<file path="config.mk">
export PLATFORM = sky130hd
export DESIGN_NAME = wepa_host
export DESIGN_NICKNAME = d
export VERILOG_FILES = /design/src/wepa_pkg.sv /design/src/wepa_counter.sv /design/src/wepa_host.sv
export SDC_FILE = /design/constraint.sdc
export NUM_CORES = 1
export LEC_CHECK = 0
export BUFFER_PORTS_ARGS = -buffer_cell sky130_fd_sc_hd__buf_2
export CAP_MARGIN = 20
export CELL_PAD_IN_SITES_DETAIL_PLACEMENT = 0
export CELL_PAD_IN_SITES_GLOBAL_PLACEMENT = 1
export CORE_UTILIZATION = 43
export DETAILED_ROUTE_END_ITERATION = 8
export PLACE_DENSITY = 0.86
export SYNTH_ARGS = -nofsm -noshare
export SYNTH_HDL_FRONTEND = slang
export SYNTH_SLANG_ARGS = --single-unit
</file>
<file path="constraint.sdc">
create_clock -name clk -period 4 [get_ports clk]
set_input_delay 0.8 -clock clk [delete_from_list [all_inputs] [get_ports clk]]
set_output_delay 0.8 -clock clk [all_outputs]
set_load 0.02 [all_outputs]
</file>
<file path="src/wepa_pkg.sv">
// package for the word eprom host controller
// assumes a 100 MHz clock; the memory device sits outside on pins
package wepa_pkg;
    localparam int ADDR_W = 16;
    localparam int DATA_W = 16;
    localparam int CLK_NS = 10;
    // read and programming timing of the fastest grade
    localparam int T_ACC_NS = 150;
    localparam int T_OE_NS  = 60;
    localparam int T_DF_NS  = 35;
    localparam int T_SU_NS  = 2000;
    localparam int T_PW_LONG_NS  = 1000000;
    localparam int T_PW_FAST_NS  = 100000;
    // least times round up
    localparam int CYC_ADDR = (T_ACC_NS - T_OE_NS + CLK_NS - 1) / CLK_NS;
    localparam int CYC_OE   = (T_OE_NS + CLK_NS - 1) / CLK_NS;
    localparam int CYC_DF   = (T_DF_NS + CLK_NS - 1) / CLK_NS;
    localparam int CYC_SU   = (T_SU_NS + CLK_NS - 1) / CLK_NS;
    localparam int CYC_PW_LONG = T_PW_LONG_NS / CLK_NS;
    localparam int CYC_PW_FAST = T_PW_FAST_NS / CLK_NS;
    localparam int CNT_W = 20;
    localparam logic [DATA_W-1:0] BLANK_WORD = 16'hffff;
    localparam int SIG_SEL_BIT = 9;
    localparam int ID_SEL_BIT  = 0;
    localparam logic [1:0] OP_READ = 2'h0;
    localparam logic [1:0] OP_PROG = 2'h1;
    localparam logic [1:0] OP_ID   = 2'h2;
    typedef enum logic [6:0] {
        WEPA_IDLE  = 7'h01,
        WEPA_SETUP = 7'h02,
        WEPA_ADDR  = 7'h04,
        WEPA_OE    = 7'h08,
        WEPA_PULSE = 7'h10,
        WEPA_HOLD  = 7'h20,
        WEPA_FLOAT = 7'h40
    } wepa_state_e;
endpackage

</file>
<file path="src/wepa_counter.sv">
// wepa_counter: loadable down-counter that times pin phases
// assumes one clock; load has priority over counting
`timescale 1ns/1ns
`default_nettype none
module wepa_counter #(
    parameter int W = 20
) (
    input  wire logic         clk,
    input  wire logic         rst_n,
    input  wire logic         load,
    input  wire logic [W-1:0] load_val,
    output var  logic         done
);
    logic [W-1:0] cnt_ff;
    always_ff @(posedge clk) begin
        if (!rst_n) begin
            cnt_ff <= '0;
        end else if (load) begin
            cnt_ff <= load_val;
        end else if (cnt_ff != '0) begin
            cnt_ff <= cnt_ff - 1'b1;
        end
    end
    // done does not look at load, so a caller may reload on done without a loop
    assign done = (cnt_ff == '0);
endmodule
`default_nettype wire

</file>
<file path="src/wepa_host.sv">
// wepa_host: programmer/reader that drives a 64K x 16 word eprom on its pins
// assumes the supply switches follow prog_supply_on and signature_high_voltage outputs
//
// Behaviour
// device drives the stored word when chip select and output enable low
// array is 65,536 words of 16 bits on sixteen address lines
// select low, output enable high: data lines floated, no programming
// chip select high gives standby with floated outputs
// address stable acc minus oe, then data valid oe after enable falls
// identification read holds signature line at elevated voltage
// id read with id select low returns maker code
// id read with id select high returns part-type code
// blank reads all ones; programming only clears bits
// strobe low with supplies, select low, enable high writes zeros
// verify: supplies on, select and enable low, strobe high
// chip select high blocks programming under supplies
// long pulse held low 0.95 to 1.05 ms
// fast pulse held low 100 us, never beyond 105 us
// strobe ignored in read, disable and standby
// repeat strobe and verify until word matches, then next address; the host gives up after MAX_TRIES pulses and sets rsp_fail
`timescale 1ns/1ns
`default_nettype none
module wepa_host
    import wepa_pkg::*;
#(
    parameter int          MAX_TRIES   = 25,
    parameter int          PW_LONG_CYC = wepa_pkg::CYC_PW_LONG,
    parameter int          PW_FAST_CYC = wepa_pkg::CYC_PW_FAST
) (
    input  wire logic                      clk,
    input  wire logic                      rst_n,
    input  wire logic                      req_valid,
    input  wire logic [1:0]                req_op,
    input  wire logic                      req_fast,
    input  wire logic [wepa_pkg::ADDR_W-1:0] req_addr,
    input  wire logic [wepa_pkg::DATA_W-1:0] req_wdata,
    output logic                           req_ready,
    output logic                           rsp_valid,
    output logic [wepa_pkg::DATA_W-1:0]    rsp_rdata,
    output logic                           rsp_fail,
    output logic [wepa_pkg::ADDR_W-1:0]    word_address_lines,
    output logic [wepa_pkg::DATA_W-1:0]    word_data_out,
    output logic                           word_data_oe,
    input  wire logic [wepa_pkg::DATA_W-1:0] word_data_lines,
    output logic                           chip_sel_n,
    output logic                           out_en_n,
    output logic                           prog_strobe_n,
    output logic                           prog_supply_on,
    output logic                           signature_high_voltage
);
    import wepa_pkg::*;

    // ==========================================================
    // pin input synchroniser
    logic [DATA_W-1:0] din_meta_ff;
    logic [DATA_W-1:0] din_ff;
    always_ff @(posedge clk) begin
        if (!rst_n) begin
            din_meta_ff <= '0;
            din_ff      <= '0;
        end else begin
            din_meta_ff <= word_data_lines;
            din_ff      <= din_meta_ff;
        end
    end

    // ==========================================================
    // phase timer
    wepa_state_e     state_ff;
    logic            tload;
    logic [CNT_W-1:0] tval;
    logic            tdone;
    // two extra cycles cover the input synchroniser delay
    localparam int SYNC_CYC = 2;
    wepa_counter #(.W(CNT_W)) u_timer (
        .clk      (clk),
        .rst_n    (rst_n),
        .load     (tload),
        .load_val (tval),
        .done     (tdone)
    );

    // ==========================================================
    // transfer state
    logic [1:0]        op_ff;
    logic              fast_ff;
    logic [DATA_W-1:0] wdata_ff;
    logic [7:0]        tries_ff;
    logic              verify_ok;
    logic              retry;
    assign verify_ok = (din_ff == wdata_ff);
    // another pulse while read-back differs and tries remain
    assign retry = (op_ff == OP_PROG) && !verify_ok && (tries_ff < 8'(MAX_TRIES));

    always_ff @(posedge clk) begin
        if (!rst_n) begin
            state_ff <= WEPA_IDLE;
        end else begin
            case (state_ff)
                WEPA_IDLE: if (req_valid) state_ff <= WEPA_SETUP;
                WEPA_SETUP: if (tdone) state_ff <= (op_ff == OP_PROG) ? WEPA_PULSE : WEPA_ADDR;
                WEPA_ADDR: if (tdone) state_ff <= WEPA_OE;
                WEPA_PULSE: if (tdone) state_ff <= WEPA_HOLD;
                WEPA_HOLD: if (tdone) state_ff <= WEPA_ADDR;
                WEPA_OE: begin
                    if (tdone) begin
                        // retry through setup: enable high and data driven long before the strobe
                        if (retry) begin
                            state_ff <= WEPA_SETUP;
                        end else begin
                            state_ff <= WEPA_FLOAT;
                        end
                    end
                end
                WEPA_FLOAT: if (tdone) state_ff <= WEPA_IDLE;
                default: state_ff <= WEPA_IDLE;
            endcase
        end
    end

    // timer load on every phase entry except the return to idle
    always_comb begin
        tload = 1'b0;
        tval  = '0;
        case (state_ff)
            WEPA_IDLE: begin
                tload = req_valid;
                tval  = CNT_W'(CYC_SU);
            end
            WEPA_SETUP, WEPA_HOLD: begin
                tload = tdone;
                // strobe width per algorithm
                if (state_ff == WEPA_SETUP && op_ff == OP_PROG) begin
                    tval = fast_ff ? CNT_W'(PW_FAST_CYC) : CNT_W'(PW_LONG_CYC);
                end else begin
                    // address settles acc minus oe first
                    tval = CNT_W'(CYC_ADDR);
                end
            end
            WEPA_ADDR: begin
                tload = tdone;
                tval  = CNT_W'(CYC_OE + SYNC_CYC);
            end
            WEPA_PULSE: begin
                tload = tdone;
                tval  = CNT_W'(CYC_SU);
            end
            WEPA_OE: begin
                tload = tdone;
                tval  = retry ? CNT_W'(CYC_SU) : CNT_W'(CYC_DF);
            end
            default: begin
                tload = 1'b0;
                tval  = '0;
            end
        endcase
    end

    always_ff @(posedge clk) begin
        if (!rst_n) begin
            op_ff    <= OP_READ;
            fast_ff  <= 1'b0;
            wdata_ff <= BLANK_WORD;
            tries_ff <= '0;
        end else if (state_ff == WEPA_IDLE && req_valid) begin
            op_ff    <= req_op;
            fast_ff  <= req_fast;
            wdata_ff <= req_wdata;
            tries_ff <= '0;
        end else if (state_ff == WEPA_PULSE && tdone) begin
            tries_ff <= tries_ff + 8'h01;
        end
    end

    // ==========================================================
    // pin drive
    always_ff @(posedge clk) begin
        if (!rst_n) begin
            word_address_lines <= '0;
            signature_high_voltage <= 1'b0;
        end else if (state_ff == WEPA_IDLE && req_valid) begin
            word_address_lines <= req_addr;
            // signature line raised for identification reads
            signature_high_voltage <= (req_op == OP_ID);
        end else if (state_ff == WEPA_IDLE) begin
            signature_high_voltage <= 1'b0;
        end
    end

    always_ff @(posedge clk) begin
        if (!rst_n) begin
            chip_sel_n     <= 1'b1;
            out_en_n       <= 1'b1;
            prog_strobe_n  <= 1'b1;
            prog_supply_on <= 1'b0;
            word_data_oe   <= 1'b0;
            word_data_out  <= BLANK_WORD;
        end else begin
            // standby outside transfers
            chip_sel_n <= (state_ff == WEPA_IDLE && !req_valid) ||
                          (state_ff == WEPA_FLOAT && tdone);
            // strobe only with enable high and select low
            prog_strobe_n <= !((state_ff == WEPA_SETUP && tdone && op_ff == OP_PROG) ||
                               (state_ff == WEPA_PULSE && !tdone));
            // verify and reads: enable low after address time
            out_en_n <= !((state_ff == WEPA_ADDR && tdone) ||
                          (state_ff == WEPA_OE && !tdone));
            if (state_ff == WEPA_IDLE && req_valid) begin
                prog_supply_on <= (req_op == OP_PROG);
                word_data_out  <= req_wdata;
            end else if (state_ff == WEPA_FLOAT && tdone) begin
                prog_supply_on <= 1'b0;
            end
            // host drives data only while the device output is off
            word_data_oe <= (op_ff == OP_PROG) &&
                            ((state_ff == WEPA_SETUP) || (state_ff == WEPA_PULSE) ||
                             (state_ff == WEPA_HOLD && !tdone));
        end
    end

    // ==========================================================
    // answer
    always_ff @(posedge clk) begin
        if (!rst_n) begin
            req_ready <= 1'b0;
            rsp_valid <= 1'b0;
            rsp_rdata <= '0;
            rsp_fail  <= 1'b0;
        end else begin
            req_ready <= (state_ff == WEPA_IDLE && !req_valid) ||
                         (state_ff == WEPA_FLOAT && tdone);
            rsp_valid <= (state_ff == WEPA_OE && tdone && !retry);
            if (state_ff == WEPA_OE && tdone) begin
                rsp_rdata <= din_ff;
                // program can only clear bits, so a failure is final
                rsp_fail  <= (op_ff == OP_PROG) && !verify_ok;
            end
        end
    end
endmodule
`default_nettype wire

</file>
After elaboration in Yosys (flattened, before gate mapping)
Cells that the tools add are included.
- register bits: 127
- latch bits: 0
- RAM bits: 0
- bits in read-only memories: 0
- bits of input ports: 54
- memories kept: 0
- $add $sub $neg: 2
- multipliers: 0
- div/mod/pow operators: 0
- magnitude comparators: 1
- eq/ne operators: 18
- shift-type cells: 0
- multiplexer cells: 21
- bitwise gates (word level): 1
- reductions and logical operators: 37
- operators by type and width (operator ; count):
    $pmux 17 s4 ; 1
    $mux 7 ; 8
    $pmux 7 s7 ; 1
    $mux 20 ; 2
    $mux 17 ; 2
    $logic_not 20->1 ; 1
    $reduce_bool 20->1 ; 1
    $sub 20x1->20 const B ; 1
    $eq 16x16->1 ; 1
    $logic_and 1x1->1 ; 16
    $ne 2x2->1 const B ; 7
    $add 8x1->8 const B ; 1
    $lt 8x5->1 const B ; 1
    $mux 8 ; 1
    $eq 7x1->1 const B ; 1
    $eq 7x2->1 const B ; 1
    $eq 7x3->1 const B ; 1
    $eq 7x4->1 const B ; 1
    $eq 7x5->1 const B ; 1
    $eq 7x6->1 const B ; 1
    $eq 7x7->1 const B ; 1
    $reduce_and 7->1 ; 1
    $logic_not 1->1 ; 6
    $reduce_bool 2->1 ; 3
    9 further kinds ; 19

Logic depth before layout (Yosys ltp)
- depth after elaboration: 7
- mapped depth: 10

Modules after synthesis
A second synthesis with hierarchy kept.
- cell total of the unflattened synthesis: 568
- area total of the unflattened synthesis: 5165.0 µm²
- by module, submodules not included (module ; instances ; cells each ; area an instance (µm²) ; seq. area each (µm²)):
    wepa_host ; 1 ; 446 ; 4077.7 ; 2142.1
    wepa_counter ; 1 ; 122 ; 1087.3 ; 400.4

Worst setup path before layout
OpenSTA, ideal clock, no wires.
- kind: reg-to-reg
- start: register u_timer.cnt_ff[4]
- end: register state_ff[4]
- data arrival time: 2.071 ns
- required time: 3.885 ns
- setup slack: 1.814 ns
- stages on the path, launching flop included: 7
- path buffers: 0
- cell sequence: dfxtp_1 -> or4_4 -> and4bb_1 -> nand2_1 -> o2111ai_1 -> mux2_2 -> and2_1
- word-level cells in the longest chain between the ends: 3
- elaborated cells between the ends (all ways): 8
- RTL lines (element ; line ; RTL):
    start: declaration ; wepa_counter.sv:14 ; logic [W-1:0] cnt_ff;
    start signal: assignment ; wepa_counter.sv:19 ; cnt_ff <= load_val;
    start signal: assignment ; wepa_counter.sv:21 ; cnt_ff <= cnt_ff - 1'b1;
    $logic_not 20->1 (*) ; wepa_counter.sv:25 ; assign done = (cnt_ff == '0);
    $ne 2x2->1 (no source line) ; -- ;
    $reduce_and 7->1 (no source line) (*) ; -- ;
    end signal: assignment ; wepa_host.sv:101 ; WEPA_SETUP: if (tdone) state_ff <= (op_ff == OP_PROG) ? WEPA_PULSE : WEPA_ADDR;
    end: declaration ; wepa_host.sv:69 ; wepa_state_e state_ff;
Mark *: on every way between the ends. The rest lies on a longest branch, timed or not.
A chain may end at the register's enable or synchronous reset.

Final worst setup path
- start: register u_timer.cnt_ff[0]
- end: register rsp_rdata[5] (netlist bit)
- word-level cells in the longest chain between the ends: 2
- RTL lines (element ; line ; RTL):
    $logic_not 20->1 ; wepa_counter.sv:25 ;
    $logic_and 1x1->1 ; wepa_host.sv:233 ; if (state_ff == WEPA_OE && tdone) begin
    end signal: assignment ; wepa_host.sv:234 ; rsp_rdata <= din_ff;
    end: declaration ; wepa_host.sv:39 ; output logic [wepa_pkg::DATA_W-1:0] rsp_rdata,
Every way passes these cells.

==> results.sh <==
export IMPL_outcome="finished with violations"
export IMPL_failed_checks="design-rule violations"
export IMPL_period_share_pct=70.0
export IMPL_r2r_start="u_timer.cnt_ff[0]$_SDFFE_PN0P_"
export IMPL_holdPathStages=1
export IMPL_relSlewSlack_pct=32.0
export IMPL_h_tree_depth=4
export IMPL_diodes=0
export IMPL_synthSimpleGateAreaFrac_pct=29.1
export IMPL_p_leak_uw=0.00271
export IMPL_setup_violations=0
export IMPL_die_h_microns=111
export IMPL_start_kind="register"
export IMPL_async_flop_share_pct=0
export IMPL_critPathBufInv=1
export IMPL_cp_max_fo=17
export IMPL_grt_setup_unrepaired="no"
export IMPL_grt_max_degree=60
export IMPL_r2r_end="rsp_rdata[5]$_SDFFE_PN0P_"
export IMPL_cpPeakStageDelay_ns=0.72
export IMPL_gp_congestion=0.815
export IMPL_die_w_microns=111
export IMPL_slew_violations=0
export IMPL_yosysSeqAreaShare_pct=49.8
export IMPL_r2r_slack_ns=1.20
export IMPL_grt_overflow_total=0
export IMPL_yosysTopAreaCell="dfxtp_1"
export IMPL_num_rows=39
export IMPL_netlist_instances=591
export IMPL_synth_top_family_by_area="simple AND/OR/NAND/NOR gates"
export IMPL_grt_pass1_vias=4202
export IMPL_muxShareOfSynthArea_pct=0.833
export IMPL_die_area_sq_um=12300
export IMPL_dp_hpwl_mm=8.44
export IMPL_tns_ns=0
export IMPL_num_vias=4330
export IMPL_cts_buffer_depth=2
export IMPL_min_to="din_ff[1]$_SDFF_PN0_"
export IMPL_clkSinkCount=127
export IMPL_yosys_warnings=0
export IMPL_path_delay_family="simple AND/OR/NAND/NOR gates"
export IMPL_worst_slew_pin_slew_ns=1.02
export IMPL_period_minus_slack_ns=2.80
export IMPL_yosys_top_cells_area="dfxtp_1, nand2_1, a21oi_1"
export IMPL_first_iter_violations=149
export IMPL_nets=752
export IMPL_ys_flop_type="dfxtp_1"
export IMPL_r2r_cells=8
export IMPL_area_growth_pct=23.8
export IMPL_dpl_cell_count=818
export IMPL_synth_distinct_cells=51
export IMPL_cap_viol_max_count=0
export IMPL_synth_fp_nets=649
export IMPL_clock_skew_ns=0.00509
export IMPL_antenna_found_initial=0
export IMPL_fmax_mhz=357
export IMPL_io_pins=111
export IMPL_post_route_util_pct=54.9
export IMPL_p_per_area_nw_per_um2=660
export IMPL_vias_per_cell=5.09
export IMPL_synthAdderAreaFrac_pct=0.979
export IMPL_synth_edf_count=0
export IMPL_cts_tree="built"
export IMPL_report_final_hold_viol_count=0
export IMPL_ir_worst_vdd_mv=0.266
export IMPL_post_dp_cell_area_sq_um=5730
export IMPL_grt_pass1_wl_mm=20.3
export IMPL_drive_above_1_share_pct=22.6
export IMPL_min_from="din_meta_ff[1]$_SDFF_PN0_"
export IMPL_syn_avg_cell_area_sq_um=8.65
export IMPL_synth_xor_area_share_pct=6.51
export IMPL_post_route_drc_count=4
export IMPL_wl_per_cell_microns=14.4
export IMPL_first_pass_iters=8
export IMPL_instances_no_fill=850
export IMPL_cpMostUsedCell="nand2_1"
export IMPL_required_ns=4.34
export IMPL_port_buffers=110
export IMPL_final_area_sq_um=6320
export IMPL_clk_pin_slew_ns=0.06
export IMPL_start_util_pct=44.4
export IMPL_min_path_type="reg2reg"
export IMPL_track_usage_pct=20.7
export IMPL_syn_area_sq_um=5110
export IMPL_worstPathCellList="inv_1 -> ha_1 -> nor4b_1 -> and4bb_1 -> nand2_1 -> nor2_2 -> nand2_1 -> a21oi_1"
export IMPL_cp_slowest_cell="nor2_2"
export IMPL_ctsHoldBuffers=0
export IMPL_cts_resized=0
export IMPL_crit_type="reg2reg"
export IMPL_synth_top_area_share_pct=49.8
export IMPL_ant_nets=0
export IMPL_core_area_sq_um=11500
export IMPL_clock_latency_ns=0.41
export IMPL_cts_root_buf="clkbuf_16"
export IMPL_ys_seq_elements=127
export IMPL_postCtsSetupRepairBufs=0
export IMPL_setup_worst_path_end_class="register"
export IMPL_wirelength_mm=12.2
export IMPL_arrival_ns=3.14
export IMPL_synth_compound_area_share_pct=9.33
export IMPL_cts_made_buffers=17
cells in the mapped netlist, drive strengths merged, types with 7 or more instances:
cell type  number
nor3           11
buf            12
dfxtp         127
nor4           13
and2           35
clkbuf         18
nand2         126
xor2           28
nor2           34
inv             9
nand3          28
a21oi          57
or3             9
o21ai          10
xnor2          10
nand4           7
through the flow:
stage / worst slack (ns) / hold slack, ns / total power, uW
6_report: 1.20 / 0.432 / 4170
5_1_grt: 0.893 / 0.449 / 4410
4_1_cts: 1.18 / 0.433 / 4190
3_5_place_dp: 1.24 / 0.419 / 2630
3_3_place_gp: 1.35 / 0.413 / 2600
2_1_floorplan: 1.81 / 0.412 / 2390
power breakdown:
group	internal [uW]	total, uW	switching (uW)
registers	1410	1540	133
clock network	939	1560	622
logic	440	1070	632
total	2790	4170	1390
layer usage:
| layer | vias to the layer above | wire length [microns] | track usage, % |
|---|---|---|---|
| li1 | 2198 | - | - |
| met1 | 1992 | 5580 | 26.0 |
| met2 | 121 | 5700 | 34.0 |
| met3 | 19 | 760 | 5.52 |
| met4 | 0 | 187 | 7.66 |
| met5 | - | 0 | 0 |
state kept, by name, indices dropped and copies added (netlist names), 2 cells and up:
| name | flops |
|---|---|
| word_address_lines | 16 |
| state_ff | 7 |
| tries_ff | 8 |
| rsp_rdata | 16 |
| word_data_out | 16 |
| u_timer.cnt_ff | 20 |
| op_ff | 2 |
| din_meta_ff | 16 |
| din_ff | 16 |
cells in the final DEF, fill, tap and decap left out, types with 6 or more instances in the layout:
master,count
dfxtp_1,127
nand2_1,126
buf_2,110
a21oi_1,57
and2_1,35
nor2_1,33
nand3_1,28
xor2_1,28
clkbuf_16,17
nor4_1,11
nor3_1,10
xnor2_1,10
inv_1,9
o21ai_0,9
or3_1,9
nand4_1,6
inv_6,6
how the worst max path moves through the flow:
stage / startpoint / end / cells past startpoint
global placement: u_timer.cnt_ff[0]$_SDFFE_PN0P_ / rsp_fail$_SDFFE_PN0P_ / 8
global route: u_timer.cnt_ff[0]$_SDFFE_PN0P_ / rsp_rdata[5]$_SDFFE_PN0P_ / 8
CTS: u_timer.cnt_ff[0]$_SDFFE_PN0P_ / rsp_rdata[5]$_SDFFE_PN0P_ / 8
floorplan: u_timer.cnt_ff[4]$_SDFFE_PN0P_ / state_ff[4]$_SDFFE_PN0P_ / 6
detailed placement: u_timer.cnt_ff[0]$_SDFFE_PN0P_ / rsp_fail$_SDFFE_PN0P_ / 8
finish: u_timer.cnt_ff[0]$_SDFFE_PN0P_ / rsp_rdata[5]$_SDFFE_PN0P_ / 8
logic make-up after synthesis:
logic type               count (synthesis)
multiplexers                             4
buffers and inverters                   39
XOR/XNOR                                38
adder cells (fa/ha/maj)                  4
AO/OA/AOI/OAI                           85
AND/OR/NAND/NOR                        294
flip-flops                             127
layout make-up:
type / count / area [sq um]
Multi-Input combinational cell: 425 / 2390
Clock buffer: 17 / 425
Tap cell: 143 / 179
Timing Repair Buffer: 114 / 581
Fill cell: 1064 / 5190
Inverter: 9 / 33.8
Sequential cell: 127 / 2540
Clock inverter: 15 / 174
(Power assumes the default switching activity.)
